File: src/hw/fpe_pkg.sv
/*
 * Shared constants for the flash program/erase sequencer: wait times,
 * iteration caps, control-bit positions, register map and FSM states.
 * Assumes a single 100 MHz core clock; all waits but the RD_WAIT_CYC
 * read wait are counted in microsecond ticks derived from that clock.
 */
package fpe_pkg;
   // Clock and time base
   localparam int CLK_PERIOD_NS = 10;
   localparam int NS_PER_US     = 1000;
   localparam int CYC_PER_US    = NS_PER_US / CLK_PERIOD_NS;
   localparam int US_PER_MS     = 1000;

   // Program waits, microseconds, and round cap
   localparam int T_SWE_US      = 10;
   localparam int T_PSU_US      = 50;
   localparam int T_P_MAX_US    = 200;
   localparam int T_P_OFF_US    = 10;
   localparam int T_PSU_OFF_US  = 10;
   localparam int T_PV_US       = 4;
   localparam int T_DUMMY_US    = 2;
   localparam int T_PV_OFF_US   = 4;
   localparam int N_PROG_MAX    = 1000;

   // Erase waits, microseconds unless named otherwise, and round cap
   localparam int T_ESU_US      = 200;
   localparam int T_E_MAX_MS    = 5;
   localparam int T_E_MAX_US    = T_E_MAX_MS * US_PER_MS;
   localparam int T_E_OFF_US    = 10;
   localparam int T_ESU_OFF_US  = 10;
   localparam int T_EV_US       = 20;
   localparam int T_EV_OFF_US   = 5;
   localparam int N_ERASE_MAX   = 60;

   // Sizes and data
   localparam int UNIT_BYTES    = 32;
   localparam int IW            = $clog2(UNIT_BYTES);
   localparam int TW            = 13;
   localparam int IT_W          = 10;
   localparam int RD_WAIT_CYC   = 4;
   localparam logic [7:0] DUMMY_DATA  = 8'hFF;
   localparam logic [7:0] ERASED_DATA = 8'hFF;

   // Positions of the flash control bits in the driven vector
   localparam logic [2:0] B_SWE = 3'h0;
   localparam logic [2:0] B_PSU = 3'h1;
   localparam logic [2:0] B_P   = 3'h2;
   localparam logic [2:0] B_PV  = 3'h3;
   localparam logic [2:0] B_ESU = 3'h4;
   localparam logic [2:0] B_E   = 3'h5;
   localparam logic [2:0] B_EV  = 3'h6;

   // Register map, byte addresses
   localparam logic [7:0] O_CTRL    = 8'h00;
   localparam logic [7:0] O_STATUS  = 8'h04;
   localparam logic [7:0] O_ADDR    = 8'h08;
   localparam logic [7:0] O_PTIME   = 8'h0C;
   localparam logic [7:0] O_ETIME   = 8'h10;
   localparam logic [7:0] O_VCNT    = 8'h14;
   localparam logic [7:0] DATA_BASE = 8'h20;
   localparam logic [7:0] DATA_MASK = 8'hE0;

   // Fields
   localparam int CT_GO_PROG   = 0;
   localparam int CT_GO_ERASE  = 1;
   localparam int ST_BUSY      = 0;
   localparam int ST_PASS      = 1;
   localparam int ST_FAIL      = 2;
   localparam int ST_ERASE     = 3;
   localparam int ST_ITER_LSB  = 16;
   localparam logic [15:0] R_VCNT = 16'h0400;

   typedef enum logic [3:0] {
      S_IDLE, S_SWE, S_LOAD, S_SU, S_PULSE, S_PULSE_OFF,
      S_SU_OFF, S_VFY, S_DUMMY, S_READ, S_VFY_OFF
   } fpe_state_t;
endpackage : fpe_pkg

File: src/hw/fpe_tmr_if.sv
/*
 * Carrier between the sequencer, its microsecond prescaler and its
 * wait timer. Assumes all three sit on the same core clock.
 */
`timescale 1ns/1ns
interface fpe_tmr_if;
   logic                    load;
   logic [fpe_pkg::TW-1:0]  us;
   logic                    tick;
   logic                    done;
   modport ctl (output load, output us, input tick, input done);
   modport tmr (input load, input us, input tick, output done);
   modport pre (input load, output tick);
endinterface : fpe_tmr_if

File: src/hw/fpe_seq.sv
/*
 * Flash program/erase sequencer that drives the flash control bits,
 * writes the 32-byte unit, issues the dummy write and verify reads.
 * Assumes the flash answers a read within two clocks and holds the
 * data until the next read; rdata arrives asynchronously.
 */
// What this block does
// RQ1 - After setting write enable, wait at least 10 us before the next step.
// RQ2 - After setting program setup, wait at least 50 us before the pulse.
// RQ3 - Keep each program pulse at most 200 us long.
// RQ4 - After clearing program pulse, wait 10 us before clearing setup.
// RQ5 - After clearing program setup, wait 10 us before setting verify.
// RQ6 - After setting program verify, wait 4 us before the dummy write.
// RQ7 - Dummy write of FF, then 2 us before any verify read.
// RQ8 - After clearing program verify, wait 4 us before continuing.
// RQ9 - Program fails after 1000 pulse and verify rounds without pass.
// RQ10 - After setting erase setup, wait at least 200 us before the pulse.
// RQ11 - Keep each erase pulse at most 5 ms long.
// RQ12 - After clearing erase pulse, wait 10 us before clearing setup.
// RQ13 - After clearing erase setup, wait 10 us before setting verify.
// RQ14 - After setting erase verify, wait 20 us before the dummy write.
// RQ15 - After clearing erase verify, wait 5 us before continuing.
// RQ16 - Erase fails after 60 pulse and verify rounds without pass.
// RQ17 - Program works on 32-byte units, erase on whole blocks.
// RQ18 - Order: enable, setup, pulse, clear pulse, clear setup, verify, clear.
`timescale 1ns/1ns
module fpe_seq #(
   parameter int CYC_PER_US = fpe_pkg::CYC_PER_US,
   parameter int PSU_US     = fpe_pkg::T_PSU_US,
   parameter int P_MAX_US   = fpe_pkg::T_P_MAX_US,
   parameter int ESU_US     = fpe_pkg::T_ESU_US,
   parameter int E_MAX_US   = fpe_pkg::T_E_MAX_US,
   parameter int N_PROG     = fpe_pkg::N_PROG_MAX,
   parameter int N_ERASE    = fpe_pkg::N_ERASE_MAX
) (
   input  wire logic         core_clk,
   input  wire logic         rst,
   input  wire logic [7:0]   reg_addr,
   input  wire logic [31:0]  reg_wdata,
   input  wire logic         reg_wr,
   input  wire logic         reg_rd,
   output logic      [31:0]  reg_rdata,
   output logic              flash_write_enable_bit,
   output logic              program_setup_bit,
   output logic              program_pulse_bit,
   output logic              program_verify_bit,
   output logic              erase_setup_bit,
   output logic              erase_pulse_bit,
   output logic              erase_verify_bit,
   output logic              flash_wr,
   output logic              flash_rd,
   output logic      [15:0]  flash_addr,
   output logic      [7:0]   flash_wdata,
   input  wire logic [7:0]   flash_rdata
);
   localparam int TW   = fpe_pkg::TW;
   localparam int IW   = fpe_pkg::IW;
   localparam int IT_W = fpe_pkg::IT_W;
   localparam logic [TW-1:0] U_SWE    = TW'(fpe_pkg::T_SWE_US);
   localparam logic [TW-1:0] U_PSU    = TW'(PSU_US);
   localparam logic [TW-1:0] U_ESU    = TW'(ESU_US);
   localparam logic [TW-1:0] U_P_OFF  = TW'(fpe_pkg::T_P_OFF_US);
   localparam logic [TW-1:0] U_E_OFF  = TW'(fpe_pkg::T_E_OFF_US);
   localparam logic [TW-1:0] U_PS_OFF = TW'(fpe_pkg::T_PSU_OFF_US);
   localparam logic [TW-1:0] U_ES_OFF = TW'(fpe_pkg::T_ESU_OFF_US);
   localparam logic [TW-1:0] U_PV     = TW'(fpe_pkg::T_PV_US);
   localparam logic [TW-1:0] U_EV     = TW'(fpe_pkg::T_EV_US);
   localparam logic [TW-1:0] U_DUMMY  = TW'(fpe_pkg::T_DUMMY_US);
   localparam logic [TW-1:0] U_PV_OFF = TW'(fpe_pkg::T_PV_OFF_US);
   localparam logic [TW-1:0] U_EV_OFF = TW'(fpe_pkg::T_EV_OFF_US);
   localparam logic [IT_W-1:0] IT_PROG  = IT_W'(N_PROG);
   localparam logic [IT_W-1:0] IT_ERASE = IT_W'(N_ERASE);
   localparam logic [1:0] RW_LAST = 2'(fpe_pkg::RD_WAIT_CYC - 1);

   if (P_MAX_US < 2 || P_MAX_US > 256 || E_MAX_US < 2 || E_MAX_US >= 2**TW ||
       ESU_US >= 2**TW || N_PROG >= 2**IT_W || N_ERASE >= 2**IT_W ||
       N_PROG < 1 || N_ERASE < 1) begin : g_chk
      $error("fpe_seq: parameter out of range");
   end

   fpe_tmr_if tif ();
   fpe_us_tick #(.CYC(CYC_PER_US)) u_tick (
      .core_clk (core_clk),
      .rst      (rst),
      .t        (tif.pre)
   );
   fpe_wait_timer u_tmr (
      .core_clk (core_clk),
      .rst      (rst),
      .t        (tif.tmr)
   );

   fpe_pkg::fpe_state_t st_q, st_d;
   logic [6:0]      bits_q, bits_d;
   logic            ers_q, ers_d, ld_q, ld_d, ok_q, ok_d, pass_q, pass_d, fail_q, fail_d;
   logic            fwr_q, fwr_d, frd_q, frd_d;
   logic [TW-1:0]   us_q, us_d;
   logic [15:0]     fadr_q, fadr_d, idx_q, idx_d, base_q, vcnt_q;
   logic [7:0]      fdat_q, fdat_d, ptime_q, rsa_q, rsb_q;
   logic [TW-1:0]   etime_q;
   logic [IT_W-1:0] iter_q, iter_d;
   logic [1:0]      rw_q, rw_d;
   logic [31:0]     rdata_q;
   logic [7:0]      buf_q [fpe_pkg::UNIT_BYTES];

   // Register decode
   logic        hit_data, wr_ctrl, go_p, go_e, idle;
   logic [2:0]  widx;
   logic [31:0] data_word, status_w, rd_mux;
   assign idle     = (st_q == fpe_pkg::S_IDLE);
   assign hit_data = (reg_addr & fpe_pkg::DATA_MASK) == fpe_pkg::DATA_BASE;
   assign widx     = reg_addr[4:2];
   assign wr_ctrl  = reg_wr && reg_addr == fpe_pkg::O_CTRL && idle;
   // Program wins if both start bits are written together
   assign go_p     = wr_ctrl && reg_wdata[fpe_pkg::CT_GO_PROG];
   assign go_e     = wr_ctrl && reg_wdata[fpe_pkg::CT_GO_ERASE] && !go_p;
   assign data_word = {buf_q[{widx, 2'd3}], buf_q[{widx, 2'd2}],
                       buf_q[{widx, 2'd1}], buf_q[{widx, 2'd0}]};
   assign status_w = {6'h00, iter_q, 12'h000, ers_q, fail_q, pass_q, !idle};
   assign rd_mux = hit_data ? data_word :
                   reg_addr == fpe_pkg::O_STATUS ? status_w :
                   reg_addr == fpe_pkg::O_ADDR   ? {16'h0000, base_q} :
                   reg_addr == fpe_pkg::O_PTIME  ? {24'h00_0000, ptime_q} :
                   reg_addr == fpe_pkg::O_ETIME  ? {19'h0_0000, etime_q} :
                   reg_addr == fpe_pkg::O_VCNT   ? {16'h0000, vcnt_q} : 32'h0000_0000;

   // Software registers; unit data is only written while idle
   always_ff @(posedge core_clk) begin
      if (rst) begin
         base_q  <= 16'h0000;
         ptime_q <= 8'(P_MAX_US - 1);
         etime_q <= TW'(E_MAX_US - 1);
         vcnt_q  <= fpe_pkg::R_VCNT;
         rdata_q <= 32'h0000_0000;
         for (int i = 0; i < fpe_pkg::UNIT_BYTES; i++) buf_q[i] <= 8'h00;
      end else begin
         rdata_q <= reg_rd ? rd_mux : 32'h0000_0000;
         if (reg_wr && idle) begin
            if (reg_addr == fpe_pkg::O_ADDR)  base_q  <= reg_wdata[15:0];
            if (reg_addr == fpe_pkg::O_PTIME) ptime_q <= reg_wdata[7:0];
            if (reg_addr == fpe_pkg::O_ETIME) etime_q <= reg_wdata[TW-1:0];
            if (reg_addr == fpe_pkg::O_VCNT)  vcnt_q  <= reg_wdata[15:0];
            if (hit_data) begin
               for (int k = 0; k < 4; k++) buf_q[{widx, 2'(k)}] <= reg_wdata[8*k +: 8];
            end
         end
      end
   end

   // Verify data from the flash pins, two stages before use
   always_ff @(posedge core_clk) begin
      rsa_q <= flash_rdata;
      rsb_q <= rsa_q;
   end

   // Pulse lengths clamped one microsecond short of the maximum,
   // since the bit stays up two clocks beyond the timed wait
   logic [TW-1:0] p_us, e_us, pulse_us, vfy_us, voff_us;
   logic [2:0]    su_i, pl_i, vf_i;
   logic [7:0]    expect_b;
   logic [15:0]   lim;
   logic          match, last_rd, tdone;
   assign p_us = ptime_q == 8'h00 ? TW'(1) :
                 ptime_q >= 8'(P_MAX_US - 1) ? TW'(P_MAX_US - 1) : TW'(ptime_q);
   assign e_us = etime_q == '0 ? TW'(1) :
                 etime_q >= TW'(E_MAX_US - 1) ? TW'(E_MAX_US - 1) : etime_q;
   assign pulse_us = ers_q ? e_us : p_us;
   assign vfy_us   = ers_q ? U_EV : U_PV;
   assign voff_us  = ers_q ? U_EV_OFF : U_PV_OFF;
   assign su_i     = ers_q ? fpe_pkg::B_ESU : fpe_pkg::B_PSU;
   assign pl_i     = ers_q ? fpe_pkg::B_E : fpe_pkg::B_P;
   assign vf_i     = ers_q ? fpe_pkg::B_EV : fpe_pkg::B_PV;
   assign expect_b = ers_q ? fpe_pkg::ERASED_DATA : buf_q[idx_q[IW-1:0]];
   assign match    = rsb_q == expect_b;
   // RQ17 unit or block
   assign lim      = ers_q ? vcnt_q : 16'(fpe_pkg::UNIT_BYTES);
   assign last_rd  = (17'(idx_q) + 17'd1) >= 17'(lim);
   assign tdone    = tif.done;
   assign tif.load = ld_q;
   assign tif.us   = us_q;

   // RQ18 step order
   always_comb begin
      st_d = st_q;  bits_d = bits_q; ers_d = ers_q; ld_d = 1'b0; us_d = us_q;
      fwr_d = 1'b0; frd_d = 1'b0; fadr_d = fadr_q; fdat_d = fdat_q; idx_d = idx_q;
      iter_d = iter_q; ok_d = ok_q; pass_d = pass_q; fail_d = fail_q; rw_d = rw_q;
      unique case (st_q)
         fpe_pkg::S_IDLE: if (go_p || go_e) begin
            ers_d = go_e; bits_d[fpe_pkg::B_SWE] = 1'b1; ld_d = 1'b1; us_d = U_SWE;
            iter_d = '0; pass_d = 1'b0; fail_d = 1'b0; st_d = fpe_pkg::S_SWE;
         end
         // RQ1 enable settle
         fpe_pkg::S_SWE: if (tdone) begin
            if (ers_q) begin
               bits_d[su_i] = 1'b1; ld_d = 1'b1; us_d = U_ESU; st_d = fpe_pkg::S_SU;
            end else begin
               idx_d = 16'h0000; st_d = fpe_pkg::S_LOAD;
            end
         end
         // RQ17 unit fill
         fpe_pkg::S_LOAD: begin
            fwr_d = 1'b1; fadr_d = 16'(base_q + idx_q); fdat_d = buf_q[idx_q[IW-1:0]];
            idx_d = idx_q + 16'h0001;
            if (last_rd) begin
               bits_d[su_i] = 1'b1; ld_d = 1'b1; us_d = U_PSU; st_d = fpe_pkg::S_SU;
            end
         end
         // RQ2 RQ10 setup settle
         fpe_pkg::S_SU: if (tdone) begin
            bits_d[pl_i] = 1'b1; ld_d = 1'b1; us_d = pulse_us;
            iter_d = iter_q + 1'b1; st_d = fpe_pkg::S_PULSE;
         end
         // RQ3 RQ11 timed pulse
         fpe_pkg::S_PULSE: if (tdone) begin
            bits_d[pl_i] = 1'b0; ld_d = 1'b1; us_d = ers_q ? U_E_OFF : U_P_OFF;
            st_d = fpe_pkg::S_PULSE_OFF;
         end
         // RQ4 RQ12 pulse off
         fpe_pkg::S_PULSE_OFF: if (tdone) begin
            bits_d[su_i] = 1'b0; ld_d = 1'b1; us_d = ers_q ? U_ES_OFF : U_PS_OFF;
            st_d = fpe_pkg::S_SU_OFF;
         end
         // RQ5 RQ13 setup off
         fpe_pkg::S_SU_OFF: if (tdone) begin
            bits_d[vf_i] = 1'b1; ld_d = 1'b1; us_d = vfy_us; st_d = fpe_pkg::S_VFY;
         end
         // RQ6 RQ14 dummy write
         fpe_pkg::S_VFY: if (tdone) begin
            fwr_d = 1'b1; fadr_d = base_q; fdat_d = fpe_pkg::DUMMY_DATA;
            ld_d = 1'b1; us_d = U_DUMMY; st_d = fpe_pkg::S_DUMMY;
         end
         // RQ7 dummy settle
         fpe_pkg::S_DUMMY: if (tdone) begin
            idx_d = 16'h0000; ok_d = 1'b1; rw_d = 2'd0; frd_d = 1'b1; fadr_d = base_q;
            st_d = fpe_pkg::S_READ;
         end
         fpe_pkg::S_READ: if (rw_q == RW_LAST) begin
            ok_d = ok_q && match;
            if (last_rd) begin
               bits_d[vf_i] = 1'b0; ld_d = 1'b1; us_d = voff_us; st_d = fpe_pkg::S_VFY_OFF;
            end else begin
               idx_d = idx_q + 16'h0001; frd_d = 1'b1; rw_d = 2'd0;
               fadr_d = 16'(base_q + idx_q + 16'h0001);
            end
         end else begin
            rw_d = rw_q + 2'd1;
         end
         // RQ8 RQ15 verify off, RQ9 RQ16 round cap
         fpe_pkg::S_VFY_OFF: if (tdone) begin
            if (ok_q || iter_q >= (ers_q ? IT_ERASE : IT_PROG)) begin
               bits_d[fpe_pkg::B_SWE] = 1'b0; pass_d = ok_q; fail_d = !ok_q;
               st_d = fpe_pkg::S_IDLE;
            end else if (ers_q) begin
               bits_d[su_i] = 1'b1; ld_d = 1'b1; us_d = U_ESU; st_d = fpe_pkg::S_SU;
            end else begin
               idx_d = 16'h0000; st_d = fpe_pkg::S_LOAD;
            end
         end
      endcase
   end

   // Sequencer state
   always_ff @(posedge core_clk) begin
      if (rst) begin
         st_q <= fpe_pkg::S_IDLE; bits_q <= 7'h00; ers_q <= 1'b0; ld_q <= 1'b0;
         us_q <= '0; fwr_q <= 1'b0; frd_q <= 1'b0; fadr_q <= 16'h0000;
         fdat_q <= 8'h00; idx_q <= 16'h0000; iter_q <= '0; ok_q <= 1'b0;
         pass_q <= 1'b0; fail_q <= 1'b0; rw_q <= 2'd0;
      end else begin
         st_q <= st_d; bits_q <= bits_d; ers_q <= ers_d; ld_q <= ld_d;
         us_q <= us_d; fwr_q <= fwr_d; frd_q <= frd_d; fadr_q <= fadr_d;
         fdat_q <= fdat_d; idx_q <= idx_d; iter_q <= iter_d; ok_q <= ok_d;
         pass_q <= pass_d; fail_q <= fail_d; rw_q <= rw_d;
      end
   end

   assign reg_rdata              = rdata_q;
   assign flash_write_enable_bit = bits_q[fpe_pkg::B_SWE];
   assign program_setup_bit      = bits_q[fpe_pkg::B_PSU];
   assign program_pulse_bit      = bits_q[fpe_pkg::B_P];
   assign program_verify_bit     = bits_q[fpe_pkg::B_PV];
   assign erase_setup_bit        = bits_q[fpe_pkg::B_ESU];
   assign erase_pulse_bit        = bits_q[fpe_pkg::B_E];
   assign erase_verify_bit       = bits_q[fpe_pkg::B_EV];
   assign flash_wr               = fwr_q;
   assign flash_rd               = frd_q;
   assign flash_addr             = fadr_q;
   assign flash_wdata            = fdat_q;

   // Checking helpers: cycles since the last control-bit change and write
   logic        chg;
   logic [6:0]  old_q;
   logic [23:0] age_q, wage_q;
   assign chg = bits_d != bits_q;
   always_ff @(posedge core_clk) begin
      if (rst) begin
         age_q <= 24'h00_0000; wage_q <= 24'h00_0000; old_q <= 7'h00;
      end else begin
         age_q  <= chg ? 24'h00_0000 : age_q + 24'(!(&age_q));
         wage_q <= fwr_q ? 24'h00_0000 : wage_q + 24'(!(&wage_q));
         if (chg) old_q <= bits_q;
      end
   end
   localparam int C_SWE = fpe_pkg::T_SWE_US * CYC_PER_US;
   localparam int C_PSU = PSU_US * CYC_PER_US;
   localparam int C_ESU = ESU_US * CYC_PER_US;
   localparam int C_PMX = P_MAX_US * CYC_PER_US;
   localparam int C_EMX = E_MAX_US * CYC_PER_US;
   localparam int C_10  = fpe_pkg::T_P_OFF_US * CYC_PER_US;
   localparam int C_PV  = fpe_pkg::T_PV_US * CYC_PER_US;
   localparam int C_EV  = fpe_pkg::T_EV_US * CYC_PER_US;
   localparam int C_DUM = fpe_pkg::T_DUMMY_US * CYC_PER_US;
   localparam int C_PVO = fpe_pkg::T_PV_OFF_US * CYC_PER_US;
   localparam int C_EVO = fpe_pkg::T_EV_OFF_US * CYC_PER_US;
endmodule : fpe_seq

File: src/hw/fpe_us_tick.sv
/*
 * Microsecond prescaler: a one-cycle enable every CYC clocks.
 * Assumes load restarts it so a wait starts on a clean tick phase.
 */
`timescale 1ns/1ns
module fpe_us_tick #(
   parameter int CYC = fpe_pkg::CYC_PER_US
) (
   input wire logic  core_clk,
   input wire logic  rst,
   fpe_tmr_if.pre    t
);
   logic [15:0] pre_q;

   if (CYC < 1 || CYC > 65536) begin : g_chk
      $error("fpe_us_tick: CYC out of range");
   end

   // Restart on load, so a wait of N ticks is never shorter than N us
   assign t.tick = (pre_q == 16'(CYC - 1));

   always_ff @(posedge core_clk) begin
      if (rst || t.load || t.tick) begin
         pre_q <= 16'h0000;
      end else begin
         pre_q <= pre_q + 16'h0001;
      end
   end
endmodule : fpe_us_tick

File: src/hw/fpe_wait_timer.sv
/*
 * Down-counter of microsecond ticks. Done is low while loading, so a
 * stale done from the previous wait cannot be seen.
 * Assumes load is a one-cycle pulse from the sequencer.
 */
`timescale 1ns/1ns
module fpe_wait_timer (
   input wire logic  core_clk,
   input wire logic  rst,
   fpe_tmr_if.tmr    t
);
   logic [fpe_pkg::TW-1:0] cnt_q;

   assign t.done = (cnt_q == '0) && !t.load;

   // Count down one per tick, hold at zero
   always_ff @(posedge core_clk) begin
      if (rst) begin
         cnt_q <= '0;
      end else if (t.load) begin
         cnt_q <= t.us;
      end else if (t.tick && cnt_q != '0) begin
         cnt_q <= cnt_q - 1'b1;
      end
   end
endmodule : fpe_wait_timer

File: config.mk
export PLATFORM = sky130hd
export DESIGN_NAME = fpe_seq
export DESIGN_NICKNAME = d
export VERILOG_FILES = /design/src/hw/fpe_pkg.sv /design/src/hw/fpe_tmr_if.sv /design/src/hw/fpe_seq.sv /design/src/hw/fpe_us_tick.sv /design/src/hw/fpe_wait_timer.sv
export SDC_FILE = /design/constraint.sdc
export NUM_CORES = 1
export LEC_CHECK = 0
export BUFFER_PORTS_ARGS = -buffer_cell sky130_fd_sc_hd__buf_2
export CAP_MARGIN = 20
export CORE_AREA = 4 4 207 209
export DETAILED_ROUTE_END_ITERATION = 7
export DIE_AREA = 0 0 211 213
export PLACE_DENSITY = 0.78
export SLEW_MARGIN = 25
export SYNTH_ARGS = -nofsm -noshare
export SYNTH_HDL_FRONTEND = slang
export SYNTH_SLANG_ARGS = --single-unit
File: constraint.sdc
create_clock -name core_clk -period 4.45 [get_ports core_clk]
set_input_delay 0.6675 -clock core_clk [delete_from_list [all_inputs] [get_ports core_clk]]
set_output_delay 0.6675 -clock core_clk [all_outputs]
set_load 0.02 [all_outputs]
* Word-level counts from Yosys, hierarchy flattened
Memories as Yosys holds them, arrays and structs flattened. A register that Yosys moved wholly into a read port is not among the register bits.
Index checks and enable logic that the tools add are counted.
** Storage, ports and cells
- Register bits after elaboration :: 213
- Word-level logic and storage cells :: 285
- Bits of input ports :: 52
- Memory bits (writable) :: 256
- Output and inout port bits :: 65
- Memories :: 1
** Operators by class
- Mux-type cells :: 134
- $lt $le $gt $ge :: 10
- Reductions and logical operators :: 60
- Bitwise gates (word level) :: 10
- Add/subtract/negate cells :: 8
- Equal/unequal tests :: 37
** Memories
- buf_q :: words 32, width 8, read ports 5, clocked after Yosys merged registers in 1, write ports 32, RTL line fpe_seq.sv:104 : logic [7:0] buf_q [fpe_pkg::UNIT_BYTES];
** Operators with widths (count)
- $mux 16 :: 15
- $mux 13 :: 17
- $pmux 13 s9 :: 1
- $pmux 16 s5 :: 1
- $mux 7 :: 10
- $mux 8 :: 8
- $add 16x1->16 const B :: 3
- $mux 4 :: 12
- $pmux 16 s3 :: 1
- $pmux 6 s8 :: 1
- $pmux 4 s11 :: 1
- $mux 5 :: 7
- $mux 1 :: 34
- $mux 32 :: 1
- $reduce_or 8->1 :: 4
- $mux 10 :: 3
- $ne 2x2->1 const B :: 14
- $logic_not 13->1 :: 2
- $mux 26 :: 1
- $reduce_and 12->1 :: 2
- $reduce_and 11->1 :: 2
- $and 7x7->7 :: 3
- $not 7->7 :: 3
- $or 7x7->7 :: 3
- 52 further kinds :: 110

* Logic depth before layout (Yosys ltp)
- Word-level depth :: 10
- Gate-level depth with buffers :: 16
- Mapped depth without buffers :: 15

* Hierarchy
Synthesis repeated with hierarchy kept, for this count alone.
** Second synthesis, totals
- Cell total of the unflattened synthesis :: 2360
- Area, all modules :: 25525.7 um^2
** Modules (own cells, without submodules)
- fpe_seq :: cells an instance 2165, times used 1, seq. area each 11471.0 um^2, area each 23815.3 um^2
- fpe_wait_timer :: cells an instance 118, times used 1, seq. area each 260.2 um^2, area each 996.0 um^2
- fpe_us_tick :: cells an instance 77, times used 1, seq. area each 320.3 um^2, area each 714.4 um^2

* Least setup slack after synthesis
Ideal clock, no wire load.
- Kind :: reg-to-reg
- Start point :: register ers_q
- End point :: register with a tool-made name
- Path slack :: 0.420 ns
- Period minus slack after synthesis :: 4.030 ns
- Cell stages (with the launch flop) :: 17
- Arrival time :: 3.898 ns
- Data required time :: 4.318 ns
- Buffers on the path :: 5
- Setup time :: 0.132 ns
- Cells stage by stage :: dfxtp_1 > clkbuf_1 > buf_1 > clkbuf_1 > buf_1 > nand2_1 > ha_1 > and4_1 > a221oi_1 > o211ai_1 > o21bai_1 > a211o_1 > a211oi_1 > nand3_1 > clkbuf_1 > a22oi_1 > nor2_1
** RTL lines
- start, declared :: RTL line fpe_seq.sv:95 : logic ers_q, ers_d, ld_q, ld_d, ok_q, ok_d, pass_q, pass_d, fail_q, fail_d;
- start signal, assigned :: RTL line fpe_seq.sv:270 : st_q <= st_d; bits_q <= bits_d; ers_q <= ers_d; ld_q <= ld_d;

* Worst setup path after layout
- Start point :: register idx_q[2]
- End point :: register idx_q[4]
** Between the ends
- Word-level cells in the longest chain between the ends :: 4
- Elaborated cells on any way between the ends :: 8
- Those cells by class :: add/sub: 2; order compare: 1; eq/ne: 1; mux: 3; reduce/logical: 1
** Ends and longest elaborated chain
- start, declared :: RTL line fpe_seq.sv:98 : logic [15:0] fadr_q, fadr_d, idx_q, idx_d, base_q, vcnt_q;
- start signal, assigned :: RTL line fpe_seq.sv:272 : fdat_q <= fdat_d; idx_q <= idx_d; iter_q <= iter_d; ok_q <= ok_d;
- $add 16x1->17 or $add 16x1->16 (tied branches) :: RTL line fpe_seq.sv:177, fpe_seq.sv:203, fpe_seq.sv:242
- $ge 17x16->1 or $mux 16 (tied branches) :: RTL line fpe_seq.sv:177, fpe_seq.sv:239
- $ne 2x2->1 (no source line) or $mux 16 (tied branches)
- $reduce_and 7->1 (no source line) or $pmux 16 s5 (tied branches)
Several ways; a longest one is shown, not always the timed one. The select of a mux whose other input is x is not followed.
A chain may end at the register's enable or synchronous reset.

==> flow_metrics.env <==
export IMPL_clk_latency_ns=0.62
export IMPL_setup_worst_path_start_class="flop"
export IMPL_synth_main_ff_cell="edfxtp_1"
export IMPL_vdd_drop_max_mv=0.374
export IMPL_htreeDepth=2
export IMPL_vias=19200
export IMPL_yosysSeqAreaShare=0.488
export IMPL_numPortBuffers=116
export IMPL_multi_input_area_um2=12000
export IMPL_crit_path_start="idx_q[2]"
export IMPL_fp_dieW_um=211
export IMPL_finalCritPeriodShare=0.911
export IMPL_die_h_um=213
export IMPL_gr_total_overflow=0
export IMPL_track_usage=0.321
export IMPL_power_leakage_nw=10.4
export IMPL_p_int_mw=9.00
export IMPL_arrival_ns=4.50
export IMPL_min_period_ns=4.05
export IMPL_grt_max_degree=81
export IMPL_die_area_um2=44900
export IMPL_ys_async_sr_fraction=0
export IMPL_fillCellCount=2899
export IMPL_p_sw_frac=0.322
export IMPL_min_path_type="input pin to flop"
export IMPL_yosys_warnings=0
export IMPL_reg2reg_slack_ns=0.40
export IMPL_hpwlAfterDp_mm=48.8
export IMPL_cts_buffers=49
export IMPL_core_um2=40800
export IMPL_synthTopCellsByCount="and2_1, edfxtp_1, dfxtp_1"
export IMPL_synth_edf_count=256
export IMPL_yosysMostFrequentCell="and2_1"
export IMPL_gp_congestion=0.963
export IMPL_rsz0062_at_grt="false"
export IMPL_rr_startpoint="idx_q[2]"
export IMPL_syn_nets=2338
export IMPL_wl_per_cell_um=25.2
export IMPL_synthesis_area_um2=24700
export IMPL_antenna_found_initial=4
export IMPL_maxCapViolCount=0
export IMPL_yosys_top_cells_area="edfxtp_1, dfxtp_1, mux4_2"
export IMPL_routed_wl_mm=72.7
export IMPL_pwr_share_seq=0.385
export IMPL_power_density_nw_per_um2=477
export IMPL_final_nets=2405
export IMPL_comb_power_share=0.264
export IMPL_cp_max_fo=16
export IMPL_drt_pass1_iter_count=6
export IMPL_cts_root_buf="clkbuf_16"
export IMPL_drive_gt1_frac=0.197
export IMPL_cts_sinks=474
export IMPL_synth_top_area_share=0.311
export IMPL_slew_headroom=0.329
export IMPL_post_cts_buffers=0
export IMPL_fin_worst_skew_ns=0.0276
export IMPL_drc=0
export IMPL_clock_fmax_mhz=247
export IMPL_grt_pass1_vias=19100
export IMPL_worstSetupEndpointType="flop"
export IMPL_syn_to_final_growth_pct=12.5
export IMPL_worstSetupPathType="flop to flop"
export IMPL_timing_setup_tns_ns=0
export IMPL_worstRegToRegCells=15
export IMPL_pwr_share_clk=0.350
export IMPL_ioPinCount=117
export IMPL_ys_seq_elements=474
export IMPL_power_total_mw=13.3
export IMPL_clk_pin_slew_ns=0.06
export IMPL_ctsLongestPathBuffers=3
export IMPL_synth_cells=2241
export IMPL_r2r_end="idx_q[4]"
export IMPL_hold_viol=0
export IMPL_grt_pass1_wl_mm=111
export IMPL_worstSetupEndpoint="idx_q[4]"
export IMPL_hold_depth=1
export IMPL_setup_viol=0
export IMPL_status="finished, final reports clean"
export IMPL_final_max_slew_viol_count=0
export IMPL_ant_nets=0
export IMPL_seq_area_um2=12100
export IMPL_cts_tree="done"
export IMPL_synth_top_cell_by_area="edfxtp_1"
export IMPL_drt_iter0_drc=2180
export IMPL_max_slew_worst_pin_slew_ns=0.999
export IMPL_synth_avg_cell_area_um2=11.0
export IMPL_required_ns=4.90
export IMPL_synthDistinctLibCells=79
export IMPL_initial_utilization=0.605
export IMPL_row_count=74
export IMPL_power_switching_mw=4.27
export IMPL_routed_via_density=6.64
## layout make-up
class                   instances  area share
flip-flops and latches        474       0.434
well taps                     532      0.0239
diodes                          2    0.000180
multi-input cells            1581       0.431
repair buffers                179      0.0412
clock inverters                35      0.0190
clock buffers                  57      0.0474
inverters                      23     0.00311
## flip-flops by register name (all words and copies together) (netlist names), 10 cells and up, named ones only
register,flops
tif.us,13
iter_q,10
idx_q,16
flash_addr,16
reg_rdata,32
etime_q,13
base_q,16
u_tmr.cnt_q,13
buf_q,256
vcnt_q,16
u_tick.pre_q,16
## placed cells by master (no fill, tap or decap), types with 14 or more instances in the layout
| master | instances |
|---|---|
| o22ai_1 | 41 |
| o21ai_0 | 74 |
| clkbuf_16 | 49 |
| nor2_1 | 199 |
| a211o_1 | 17 |
| mux2_2 | 18 |
| nand4_1 | 16 |
| a22oi_1 | 22 |
| nor3_1 | 27 |
| buf_4 | 58 |
| dfxtp_1 | 214 |
| edfxtp_1 | 256 |
| a21o_1 | 14 |
| mux4_2 | 128 |
| nand3b_1 | 19 |
| a21oi_1 | 116 |
| and3_1 | 17 |
| ha_1 | 43 |
| inv_1 | 21 |
| a221oi_1 | 17 |
| xor2_1 | 30 |
| a31oi_1 | 18 |
| nand2_1 | 172 |
| mux2i_1 | 49 |
| nor2b_1 | 17 |
| a211oi_1 | 26 |
| nand3_1 | 38 |
| and2_1 | 262 |
| buf_2 | 114 |
| xnor2_1 | 25 |
## worst min-delay path by stage
stage	startpoint	endpoint
6_report	flash_rdata[5]	rsa_q[5]
5_1_grt	flash_rdata[7]	rsa_q[7]
4_1_cts	flash_rdata[5]	rsa_q[5]
3_5_place_dp	rsa_q[4]	rsb_q[4]
3_3_place_gp	rsa_q[5]	rsb_q[5]
2_1_floorplan	rsa_q[0]	rsb_q[0]
## cells by family (layout without fill, tap and decap cells)
logic type / Yosys count / in the layout / synth area share
DFF: 474 / 474 / 0.488
xor gates and xnor gates: 56 / 56 / 0.0201
buffers and inverters: 186 / 294 / 0.0298
adders and majority gates: 45 / 45 / 0.0231
muxes: 195 / 195 / 0.145
other: 0 / 2 / 0
and+or+nand+nor: 853 / 853 / 0.179
AOI/OAI and AO/OA: 432 / 432 / 0.115
## metal layers
layer / track usage / vias to the layer above / share of wire
li1: - / 8453 / -
met1: 0.407 / 9347 / 0.36
met2: 0.525 / 1086 / 0.48
met3: 0.0646 / 267 / 0.10
met4: 0.169 / 4 / 0.059
met5: 0 / - / 0.00023
## worst max-delay path, stage by stage (launching register included)
cell and delay [ns]:
dfxtp_1 0.50, nand3_1 0.25, nor3_2 0.28, and3_1 0.25, xor2_1 0.20, ha_1 0.27, and3_1 0.19, a221oi_1 0.29
o211ai_1 0.12, o21bai_1 0.17, a211o_1 0.38, a211oi_1 0.34, nand3_1 0.12, buf_4 0.23, o21ai_0 0.20, a21oi_1 0.11
## stage by stage
step	hold WS, ns	instance area, µm²	cells	setup slack (ns)	util
5_1_grt	0.142	27800	2881	0.107	0.681
3_5_place_dp	0.312	25900	2789	0.327	0.635
6_report	0.150	27800	2883	0.397	0.681
4_1_cts	0.132	27800	2881	0.277	0.680
3_3_place_gp	0.310	25900	2789	0.411	0.635
2_1_floorplan	0.310	24700	2241	0.420	-
## power by group through the flow
stage	Combinational [mW]	Sequential, mW	Clock [mW]
2_1_floorplan	2.40	5.16	0
5_1_grt	3.81	5.14	4.87
3_3_place_gp	3.34	5.18	0
3_5_place_dp	3.44	5.19	0
6_report	3.51	5.11	4.65
4_1_cts	3.46	5.10	4.69
## timing repair
item,4_1_cts,5_1_grt
endpoints found under the setup margin,0,8
gates resized for setup,0,3
hold buffers,0,0
Power figures use the tool's default switching activity.
